$ cat config.mk
export PLATFORM = sky130hd
export DESIGN_NAME = sdm_top
export DESIGN_NICKNAME = d
export VERILOG_FILES = /design/src/logic/sdm_pkg.sv /design/src/logic/sdm_sens_port.sv /design/src/logic/sdm_top.sv
export VERILOG_INCLUDE_DIRS = /design/src /design/src/logic
export SDC_FILE = /design/constraint.sdc
export NUM_CORES = 2
export LEC_CHECK = 0
export CORE_MARGIN = 2
export CORE_UTILIZATION = 64
export CTS_CLUSTER_DIAMETER = 80
export CTS_CLUSTER_SIZE = 20
export DETAILED_ROUTE_END_ITERATION = 10
export DONT_BUFFER_PORTS = 1
export PLACE_DENSITY = 0.88
export SLEW_MARGIN = 20
export SYNTH_ARGS = -nofsm -noshare
export SYNTH_HDL_FRONTEND = slang
export SYNTH_SLANG_ARGS = --single-unit
$ cat constraint.sdc
create_clock -name I_CLK_SYS -period 7.4 [get_ports I_CLK_SYS]
set_clock_uncertainty 0.05 [all_clocks]
set_input_delay 0.74 -clock I_CLK_SYS [delete_from_list [all_inputs] [get_ports I_CLK_SYS]]
set_output_delay 0.74 -clock I_CLK_SYS [all_outputs]
set_load 0.01 [all_outputs]
$ cat src/logic/sdm_regs.svh
// Behaviour
// - Requests arrive on identifier 0x600 plus node; answers leave on 0x580 plus node.
// - Read 0x40 with index and subindex; reply 0x43 echoes them, value LSB first.
// - One-byte write 0x2B carries value in byte 4; acknowledge 0x60 echoes address.
// - Fourteen independent 32-bit unsigned data memories.
// - Answer only after processing ends; error on bad address, link fault, damage.
// - Set-to-constant write only while unlocked; one set per unlock.
// - Increment writes accepted at any time, whatever the lock state.
// - Increment overflow stores all ones, without error.
// - Measurement held while sensor memories are accessed.
// - Sensor accessed on every accepted memory write; read after power-on, replacement, wire break.
// - Repeated reads served from the cached value, no sensor access.
// - Object 0x3590 sub 0x00 is read-only and returns memory count.
// - 0x3590 sub 0x01..0x0E: write adds increment, read returns value.
// - Key 0x6B636C75 to 0x359F sub 0x01 unlocks; other values abort and lock.
// - Write 0x3591 sub 1..14 stores value directly, then relocks.
`ifndef SDM_REGS_SVH
`define SDM_REGS_SVH

// Frame identifiers
`define SDM_ID_RX_BASE 11'h600
`define SDM_ID_TX_BASE 11'h580

// Command bytes
`define SDM_CMD_RD 8'h40
`define SDM_CMD_RD_ACK 8'h43
`define SDM_CMD_WR1 8'h2b
`define SDM_CMD_WR4 8'h23
`define SDM_CMD_WR_ACK 8'h60
`define SDM_CMD_ABORT 8'h80

// Object map
`define SDM_IDX_INC 16'h3590
`define SDM_IDX_SET 16'h3591
`define SDM_IDX_KEY 16'h359f
`define SDM_SUB_COUNT 8'h00
`define SDM_SUB_KEY 8'h01
`define SDM_SUB_FIRST 8'h01
`define SDM_SUB_LAST 8'h0e
`define SDM_UNLOCK_KEY 32'h6b636c75
`define SDM_MEM_NUM 14
`define SDM_MEM_COUNT 32'h0000000e
`define SDM_SAT_VALUE 32'hffffffff

// Abort codes
`define SDM_AB_CMD 32'h05040001
`define SDM_AB_TIMEOUT 32'h05040000
`define SDM_AB_RD_WO 32'h06010001
`define SDM_AB_WR_RO 32'h06010002
`define SDM_AB_NO_OBJ 32'h06020000
`define SDM_AB_NO_SUB 32'h06090011
`define SDM_AB_HW 32'h06060000
`define SDM_AB_LOCKED 32'h08000022
`define SDM_AB_KEY 32'h08000020

// Frame bit positions
`define SDM_POS_CMD 0
`define SDM_POS_IDX 8
`define SDM_POS_SUB 24
`define SDM_POS_VAL 32

// Timing
`define SDM_CLK_KHZ 50000
`define SDM_TMO_MS 3000

`endif

$ cat src/logic/sdm_pkg.sv
package sdm_pkg;

   // Request decoder states
   typedef enum logic [2:0] {
      ST_IDLE  = 3'b001,
      ST_SNS   = 3'b010,
      ST_REPLY = 3'b100
   } sdm_state_t;

   // What a pending sensor access is for
   typedef enum logic [1:0] {
      OP_RD  = 2'h0,
      OP_INC = 2'h1,
      OP_WR  = 2'h2
   } sdm_op_t;

   // One sensor memory access
   typedef struct packed {
      logic start;
      logic wr;
      logic [3:0] sel;
      logic [31:0] wdata;
   } sdm_sns_req_t;

   // Completion of a sensor memory access
   typedef struct packed {
      logic done;
      logic err;
      logic [31:0] rdata;
   } sdm_sns_rsp_t;

   // Outgoing CAN frame
   typedef struct packed {
      logic valid;
      logic [10:0] id;
      logic [63:0] data;
   } sdm_frame_t;

endpackage

$ cat src/logic/sdm_sens_port.sv
`timescale 1ns/100ps
`include "sdm_regs.svh"

module sdm_sens_port #(
   parameter int unsigned TMO_CYC = `SDM_TMO_MS * `SDM_CLK_KHZ
) (
   input wire logic i_clk,
   input wire logic i_rst,
   input wire sdm_pkg::sdm_sns_req_t i_req,
   output sdm_pkg::sdm_sns_rsp_t o_rsp,
   output logic o_sns_req,
   output logic o_sns_wr,
   output logic [3:0] o_sns_sel,
   output logic [31:0] o_sns_wdata,
   input wire logic i_sns_done,
   input wire logic i_sns_err,
   input wire logic [31:0] i_sns_rdata
);

   typedef struct packed {
      logic req;
      logic wr;
      logic [3:0] sel;
      logic [31:0] wdata;
      logic [31:0] cnt;
      sdm_pkg::sdm_sns_rsp_t rsp;
   } sdm_port_st_t;

   sdm_port_st_t r;
   sdm_port_st_t next_r;

   // Access sequencing with a watchdog on the sensor answer
   always_comb begin
      next_r = r;
      next_r.rsp.done = 1'b0;
      if (!r.req) begin
         if (i_req.start) begin
            next_r.req = 1'b1;
            next_r.wr = i_req.wr;
            next_r.sel = i_req.sel;
            next_r.wdata = i_req.wdata;
            next_r.cnt = 32'h0;
         end
      end else if (i_sns_done) begin
         next_r.req = 1'b0;
         next_r.rsp.done = 1'b1;
         next_r.rsp.err = i_sns_err;
         next_r.rsp.rdata = i_sns_rdata;
      end else if (r.cnt == TMO_CYC - 1) begin
         next_r.req = 1'b0;
         next_r.rsp.done = 1'b1;
         next_r.rsp.err = 1'b1;
      end else begin
         next_r.cnt = r.cnt + 32'h1;
      end
   end

   always_ff @(posedge i_clk) begin
      if (i_rst) begin
         r <= '0;
      end else begin
         r <= next_r;
      end
   end

   assign o_rsp = r.rsp;
   assign o_sns_req = r.req;
   assign o_sns_wr = r.wr;
   assign o_sns_sel = r.sel;
   assign o_sns_wdata = r.wdata;

endmodule

$ cat src/logic/sdm_top.sv
`timescale 1ns/100ps
`include "sdm_regs.svh"

module sdm_top #(
   parameter int unsigned TMO_CYC = `SDM_TMO_MS * `SDM_CLK_KHZ
) (
   input wire logic I_CLK_SYS,
   input wire logic I_RST,
   input wire logic [6:0] I_NODE_ID,
   input wire logic I_RX_VALID,
   input wire logic [10:0] I_RX_ID,
   input wire logic [63:0] I_RX_DATA,
   output logic O_RX_READY,
   output logic O_TX_VALID,
   output logic [10:0] O_TX_ID,
   output logic [63:0] O_TX_DATA,
   input wire logic I_TX_READY,
   output logic O_SNS_REQ,
   output logic O_SNS_WR,
   output logic [3:0] O_SNS_SEL,
   output logic [31:0] O_SNS_WDATA,
   input wire logic I_SNS_DONE,
   input wire logic I_SNS_ERR,
   input wire logic [31:0] I_SNS_RDATA,
   input wire logic I_SNS_EVENT,
   output logic O_MEAS_HOLD
);

   // ********************************************************
   // State
   // ********************************************************

   typedef struct packed {
      sdm_pkg::sdm_state_t state;
      sdm_pkg::sdm_op_t op;
      logic rx_ready;
      logic locked;
      logic [15:0] idx;
      logic [7:0] sub;
      logic [31:0] val;
      logic [`SDM_MEM_NUM-1:0] cvalid;
      logic [`SDM_MEM_NUM-1:0][31:0] cache;
      sdm_pkg::sdm_sns_req_t sreq;
      sdm_pkg::sdm_frame_t tx;
   } sdm_st_t;

   sdm_st_t r;
   sdm_st_t next_r;
   sdm_pkg::sdm_sns_rsp_t srsp;

   // ********************************************************
   // Helpers
   // ********************************************************

   // Subindex names one of the data memories
   function automatic logic mem_hit(input logic [7:0] sub);
      mem_hit = (sub >= `SDM_SUB_FIRST) && (sub <= `SDM_SUB_LAST);
   endfunction

   // Memory number from subindex
   function automatic logic [3:0] mem_sel(input logic [7:0] sub);
      logic [7:0] d;
      d = sub - `SDM_SUB_FIRST;
      mem_sel = d[3:0];
   endfunction

   // Build an answer frame, value least significant byte first
   function automatic logic [63:0] frame(input logic [7:0] cmd,
      input logic [15:0] idx, input logic [7:0] sub,
      input logic [31:0] val);
      frame = {val, sub, idx, cmd};
   endfunction

   // Add an increment, sticking at the top of the range
   function automatic logic [31:0] sat_add(input logic [31:0] a,
      input logic [31:0] b);
      logic [32:0] s;
      s = {1'b0, a} + {1'b0, b};
      sat_add = s[32] ? `SDM_SAT_VALUE : s[31:0];
   endfunction

   // ********************************************************
   // Sensor access
   // ********************************************************

   sdm_sens_port #(
      .TMO_CYC(TMO_CYC)
   ) u_port (
      .i_clk(I_CLK_SYS),
      .i_rst(I_RST),
      .i_req(r.sreq),
      .o_rsp(srsp),
      .o_sns_req(O_SNS_REQ),
      .o_sns_wr(O_SNS_WR),
      .o_sns_sel(O_SNS_SEL),
      .o_sns_wdata(O_SNS_WDATA),
      .i_sns_done(I_SNS_DONE),
      .i_sns_err(I_SNS_ERR),
      .i_sns_rdata(I_SNS_RDATA)
   );

   // ********************************************************
   // Request decoder
   // ********************************************************

   logic [10:0] rx_id;
   logic [10:0] tx_id;
   logic [7:0] cmd;
   logic [15:0] idx;
   logic [7:0] sub;
   logic [31:0] val;
   logic [3:0] sel;
   logic is_wr;

   // Request fields
   always_comb begin
      rx_id = `SDM_ID_RX_BASE + {4'h0, I_NODE_ID};
      tx_id = `SDM_ID_TX_BASE + {4'h0, I_NODE_ID};
      cmd = I_RX_DATA[`SDM_POS_CMD +: 8];
      idx = I_RX_DATA[`SDM_POS_IDX +: 16];
      sub = I_RX_DATA[`SDM_POS_SUB +: 8];
      is_wr = (cmd == `SDM_CMD_WR1) || (cmd == `SDM_CMD_WR4);
      if (cmd == `SDM_CMD_WR1) begin
         val = {24'h0, I_RX_DATA[`SDM_POS_VAL +: 8]};
      end else begin
         val = I_RX_DATA[`SDM_POS_VAL +: 32];
      end
      sel = mem_sel(sub);
   end

   // Next state of the whole block
   always_comb begin
      next_r = r;
      next_r.sreq.start = 1'b0;
      // Sensor swapped or lead broken: cached values are stale
      if (I_SNS_EVENT) begin
         next_r.cvalid = '0;
      end
      unique case (r.state)
         sdm_pkg::ST_IDLE: begin
            if (I_RX_VALID && r.rx_ready && I_RX_ID == rx_id) begin
               next_r.rx_ready = 1'b0;
               next_r.idx = idx;
               next_r.sub = sub;
               next_r.val = val;
               next_r.tx.valid = 1'b1;
               next_r.tx.id = tx_id;
               next_r.state = sdm_pkg::ST_REPLY;
               next_r.tx.data = frame(`SDM_CMD_ABORT, idx, sub,
                  `SDM_AB_CMD);
               if (cmd == `SDM_CMD_RD) begin
                  if (idx == `SDM_IDX_INC && sub == `SDM_SUB_COUNT) begin
                     next_r.tx.data = frame(`SDM_CMD_RD_ACK, idx, sub,
                        `SDM_MEM_COUNT);
                  end else if ((idx == `SDM_IDX_INC ||
                        idx == `SDM_IDX_SET) && mem_hit(sub)) begin
                     if (r.cvalid[sel]) begin
                        next_r.tx.data = frame(`SDM_CMD_RD_ACK, idx, sub,
                           r.cache[sel]);
                     end else begin
                        // First read since power-on or sensor change
                        next_r.tx.valid = 1'b0;
                        next_r.op = sdm_pkg::OP_RD;
                        next_r.sreq = '{1'b1, 1'b0, sel, 32'h0};
                        next_r.state = sdm_pkg::ST_SNS;
                     end
                  end else if (idx == `SDM_IDX_KEY &&
                        sub == `SDM_SUB_KEY) begin
                     next_r.tx.data = frame(`SDM_CMD_ABORT, idx, sub,
                        `SDM_AB_RD_WO);
                  end else if (idx == `SDM_IDX_INC || idx == `SDM_IDX_SET
                        || idx == `SDM_IDX_KEY) begin
                     next_r.tx.data = frame(`SDM_CMD_ABORT, idx, sub,
                        `SDM_AB_NO_SUB);
                  end else begin
                     next_r.tx.data = frame(`SDM_CMD_ABORT, idx, sub,
                        `SDM_AB_NO_OBJ);
                  end
               end else if (is_wr) begin
                  if (idx == `SDM_IDX_INC && sub == `SDM_SUB_COUNT) begin
                     next_r.tx.data = frame(`SDM_CMD_ABORT, idx, sub,
                        `SDM_AB_WR_RO);
                  end else if (idx == `SDM_IDX_INC && mem_hit(sub)) begin
                     // Increments ignore the lock
                     next_r.tx.valid = 1'b0;
                     next_r.state = sdm_pkg::ST_SNS;
                     if (r.cvalid[sel]) begin
                        next_r.op = sdm_pkg::OP_WR;
                        next_r.val = sat_add(r.cache[sel], val);
                        next_r.sreq = '{1'b1, 1'b1, sel,
                           sat_add(r.cache[sel], val)};
                     end else begin
                        next_r.op = sdm_pkg::OP_INC;
                        next_r.sreq = '{1'b1, 1'b0, sel, 32'h0};
                     end
                  end else if (idx == `SDM_IDX_SET && mem_hit(sub)) begin
                     if (r.locked) begin
                        next_r.tx.data = frame(`SDM_CMD_ABORT, idx, sub,
                           `SDM_AB_LOCKED);
                     end else begin
                        next_r.locked = 1'b1;
                        next_r.tx.valid = 1'b0;
                        next_r.op = sdm_pkg::OP_WR;
                        next_r.sreq = '{1'b1, 1'b1, sel, val};
                        next_r.state = sdm_pkg::ST_SNS;
                     end
                  end else if (idx == `SDM_IDX_KEY &&
                        sub == `SDM_SUB_KEY) begin
                     if (val == `SDM_UNLOCK_KEY) begin
                        next_r.locked = 1'b0;
                        next_r.tx.data = frame(`SDM_CMD_WR_ACK, idx, sub,
                           32'h0);
                     end else begin
                        next_r.locked = 1'b1;
                        next_r.tx.data = frame(`SDM_CMD_ABORT, idx, sub,
                           `SDM_AB_KEY);
                     end
                  end else if (idx == `SDM_IDX_INC || idx == `SDM_IDX_SET
                        || idx == `SDM_IDX_KEY) begin
                     next_r.tx.data = frame(`SDM_CMD_ABORT, idx, sub,
                        `SDM_AB_NO_SUB);
                  end else begin
                     next_r.tx.data = frame(`SDM_CMD_ABORT, idx, sub,
                        `SDM_AB_NO_OBJ);
                  end
               end
            end
         end
         sdm_pkg::ST_SNS: begin
            // Answer held back until the sensor access is over
            if (srsp.done) begin
               next_r.tx.valid = 1'b1;
               next_r.state = sdm_pkg::ST_REPLY;
               if (srsp.err) begin
                  next_r.cvalid[mem_sel(r.sub)] = 1'b0;
                  next_r.tx.data = frame(`SDM_CMD_ABORT, r.idx, r.sub,
                     `SDM_AB_HW);
               end else begin
                  unique case (r.op)
                     sdm_pkg::OP_RD: begin
                        next_r.cache[mem_sel(r.sub)] = srsp.rdata;
                        next_r.cvalid[mem_sel(r.sub)] = 1'b1;
                        next_r.tx.data = frame(`SDM_CMD_RD_ACK, r.idx,
                           r.sub, srsp.rdata);
                     end
                     sdm_pkg::OP_INC: begin
                        // Value fetched, now write the sum back
                        next_r.tx.valid = 1'b0;
                        next_r.state = sdm_pkg::ST_SNS;
                        next_r.op = sdm_pkg::OP_WR;
                        next_r.val = sat_add(srsp.rdata, r.val);
                        next_r.sreq = '{1'b1, 1'b1, mem_sel(r.sub),
                           sat_add(srsp.rdata, r.val)};
                     end
                     default: begin
                        next_r.cache[mem_sel(r.sub)] = r.val;
                        next_r.cvalid[mem_sel(r.sub)] = 1'b1;
                        next_r.tx.data = frame(`SDM_CMD_WR_ACK, r.idx,
                           r.sub, 32'h0);
                     end
                  endcase
               end
            end
         end
         sdm_pkg::ST_REPLY: begin
            if (I_TX_READY) begin
               next_r.tx.valid = 1'b0;
               next_r.rx_ready = 1'b1;
               next_r.state = sdm_pkg::ST_IDLE;
            end
         end
         default: begin
            next_r.state = sdm_pkg::ST_IDLE;
            next_r.rx_ready = 1'b1;
            next_r.tx.valid = 1'b0;
         end
      endcase
   end

   always_ff @(posedge I_CLK_SYS) begin
      if (I_RST) begin
         r <= '0;
         r.state <= sdm_pkg::ST_IDLE;
         r.rx_ready <= 1'b1;
         r.locked <= 1'b1;
      end else begin
         r <= next_r;
      end
   end

   // ********************************************************
   // Outputs
   // ********************************************************

   assign O_RX_READY = r.rx_ready;
   assign O_TX_VALID = r.tx.valid;
   assign O_TX_ID = r.tx.id;
   assign O_TX_DATA = r.tx.data;
   assign O_MEAS_HOLD = O_SNS_REQ;

endmodule

==> flow_metrics.env <==
export IMPL_status="finished with violations"
export IMPL_violations="slew limit"
export IMPL_fmax_ghz=0.179
export IMPL_place_congestion=1.10
export IMPL_area_growth_pct=1.55
export IMPL_synth_xor_area_share_pct=2.14
export IMPL_viasPerCell=6.90
export IMPL_hold_ws_ns=0.182
export IMPL_cts_buffers=44
export IMPL_muxShareOfSynthArea_pct=7.95
export IMPL_ys_warn_count=0
export IMPL_grt_pass1_wl_um=175000
export IMPL_synth_top_family_by_area="compound AO/OA/AOI/OAI gates"
export IMPL_final_max_slew_viol_count=431
export IMPL_setup_viol=0
export IMPL_endpoint_kind="flip-flop"
export IMPL_wirelength_um=115000
export IMPL_dieWidth_um=243
export IMPL_synth_edff_count=0
export IMPL_pin_count=237
export IMPL_synth_ff_type="dfxtp_1"
export IMPL_vias=32111
export IMPL_place_hpwl_um=77200
export IMPL_power_mw=6.94
export IMPL_grt_antenna_before_repair=3
export IMPL_ys_types=89
export IMPL_async_reset_ff_share_pct=0
export IMPL_startpoint_type="primary input"
export IMPL_postSynthAreaPerCell_sq_um=8.57
export IMPL_synth_simple_area_share_pct=16.7
export IMPL_post_cts_setup_buffers=0
export IMPL_vdd_drop_max_mv=0.162
export IMPL_grt_pass1_vias=30006
export IMPL_cp_arrival_ns=6.03
export IMPL_leakage_nw=11.9
export IMPL_rsz0062_at_grt="no"
export IMPL_worst_slew_pin_slew_ns=2.23
export IMPL_cap_violations=0
export IMPL_cellPowerDensity_nw_per_um2=188
export IMPL_path_class="primary input to flip-flop"
export IMPL_grt_max_degree=676
export IMPL_mappedNetlistArea_sq_um=36400
export IMPL_drtIter0Drc=4286
export IMPL_synthCells=4247
export IMPL_track_usage_pct=37.8
export IMPL_routedWlPerCell_um=24.7
export IMPL_stdcell_count=4651
export IMPL_yosysSeqAreaShare_pct=40.5
export IMPL_slew_headroom_pct=-48.8
export IMPL_start_util_pct=64.7
export IMPL_period_needed_ns=5.60
export IMPL_clock_latency_ns=0.63
export IMPL_die_area_sq_um=58800
export IMPL_finalCritPeriodShare_pct=75.6
export IMPL_fin_ws_ns=1.80
export IMPL_cts_buffer_depth=3
export IMPL_die_y_um=243
export IMPL_hold_path_class="primary input to flip-flop"
export IMPL_cts_tree="yes"
export IMPL_drc_errors=0
export IMPL_htreeDepth=2
export IMPL_placed_cell_area_sq_um=35700
export IMPL_clock_sinks=736
export IMPL_path_max_fanout=132
export IMPL_core_sq_um=56300
export IMPL_dr_pass1_iters=8
export IMPL_pre_cts_ws_ns=1.45
export IMPL_utilization_pct=65.7
export IMPL_ys_ff_latch=736
export IMPL_rows=87
export IMPL_clockRootBuffer="clkbuf_16"
export IMPL_final_nets=4080
export IMPL_drive_above_1_share_pct=7.19
export IMPL_grt_overflow=0
export IMPL_io_buffers=0
export IMPL_final_area_sq_um=37000
export IMPL_synth_adder_area_share_pct=2.62
export IMPL_ctsResizeCount=0
export IMPL_dp_cells=4593
export IMPL_worstPathRequired_ns=7.84
export IMPL_path_clk_slew_ns=0.09
export IMPL_synth_compound_area_share_pct=23.2
export IMPL_fin_setup_tns_ns=0
export IMPL_final_hold_violation_count=0
export IMPL_holdBufCountCts=0
export IMPL_final_antenna_net_count=0
## Yosys cell counts, drive strengths merged (33+ instances only)
cell type,instances,area [sq um]
a211oi,467,3510
a21oi,275,1380
a221oi,58,508
a22oi,35,263
a31oi,46,288
and2,42,263
buf,231,1400
clkbuf,259,973
dfxtp,736,14700
ha,73,913
inv,34,128
mux2i,71,711
mux4,97,2180
nand2,383,1440
nand3,65,335
nor2,718,2720
nor3,74,387
o21ai,142,722
o221ai,33,289
xnor2,42,368
xor2,47,412
## state kept, by name, indices dropped and copies added, names as in the netlist
register,count
u_port.o_sns_sel,4
u_port.o_sns_wr,1
u_port.r,32
u_port.o_sns_req,1
O_TX_VALID,1
O_TX_ID,8
u_port.o_rsp,34
O_RX_READY,1
r,562
O_TX_DATA,60
u_port.o_sns_wdata,32
## power by group
group / switching, mW / total (mW) / internal, mW
Sequential: 0.000389 / 3.96 / 3.96
Combinational: 0.304 / 0.470 / 0.165
Clock: 1.35 / 2.51 / 1.16
## cell usage in the layout, fill, tap and decap left out, types with 16 or more instances in the layout
cell / n
o21ai_0: 141
and2_1: 28
clkbuf_16: 46
a21oi_1: 270
a311oi_1: 29
nand3_1: 63
a32oi_1: 16
nand4_1: 23
a211oi_1: 467
mux2i_1: 71
a221oi_1: 57
mux4_2: 97
and3_1: 20
inv_1: 34
o221ai_1: 33
ha_1: 72
xnor2_1: 40
nor3_1: 71
nor2_1: 712
buf_4: 76
o211ai_1: 16
or3_1: 18
o21a_1: 23
a21o_1: 30
a22oi_1: 35
dfxtp_1: 736
a31oi_1: 46
nand2_1: 382
xor2_1: 46
## metal layers
| layer | part of all wire (%) | track usage [%] | vias up |
|---|---|---|---|
| li1 | - | - | 14529 |
| met1 | 38 | 49.2 | 15128 |
| met2 | 43 | 56.3 | 1999 |
| met3 | 11 | 8.44 | 453 |
| met4 | 7.5 | 25.4 | 2 |
| met5 | 0.011 | 0 | - |
## critical path, stage by stage
cell,delay (ns)
clkinv_1,0.14
ha_4,0.69
buf_12,0.37
mux4_2,0.37
a221oi_1,0.34
a21oi_1,0.17
ha_1,0.58
nand2_1,0.08
o21ai_0,0.33
a21oi_1,0.11
o21ai_0,0.23
o22a_1,0.25
a21o_1,0.50
buf_4,0.33
nor2_1,0.10
or3_1,0.36
a31oi_1,0.20
## kinds of logic after synthesis
| group | Yosys count |
|---|---|
| simple gates | 1417 |
| compound gates | 1236 |
| flops | 736 |
| buf+inv | 525 |
| mux | 168 |
| xor+xnor | 89 |
| fa+ha+maj | 75 |
| other cells | 1 |
## area by class of cell
cell class	instances	area, sq um
well taps	756	946
diodes	3	7.51
fillers	4592	19300
clock inverters	7	97.6
multi-input cells	2989	19300
clock buffers	47	1150
flip-flops and latches	736	14700
repair buffers	78	596
inverters	35	131
## path summary, 6_finish.rpt
path,from,to,slack (ns),cells past startpoint
worst min register to register,r[616],r[616],0.40,2
worst min-delay path,I_RST,u_port.o_rsp[12],0.18,1
worst max register to register,r[375],r[98],2.73,14
worst max-delay path,I_RX_DATA[24],r[98],1.80,17
(Power assumes the default switching activity.)
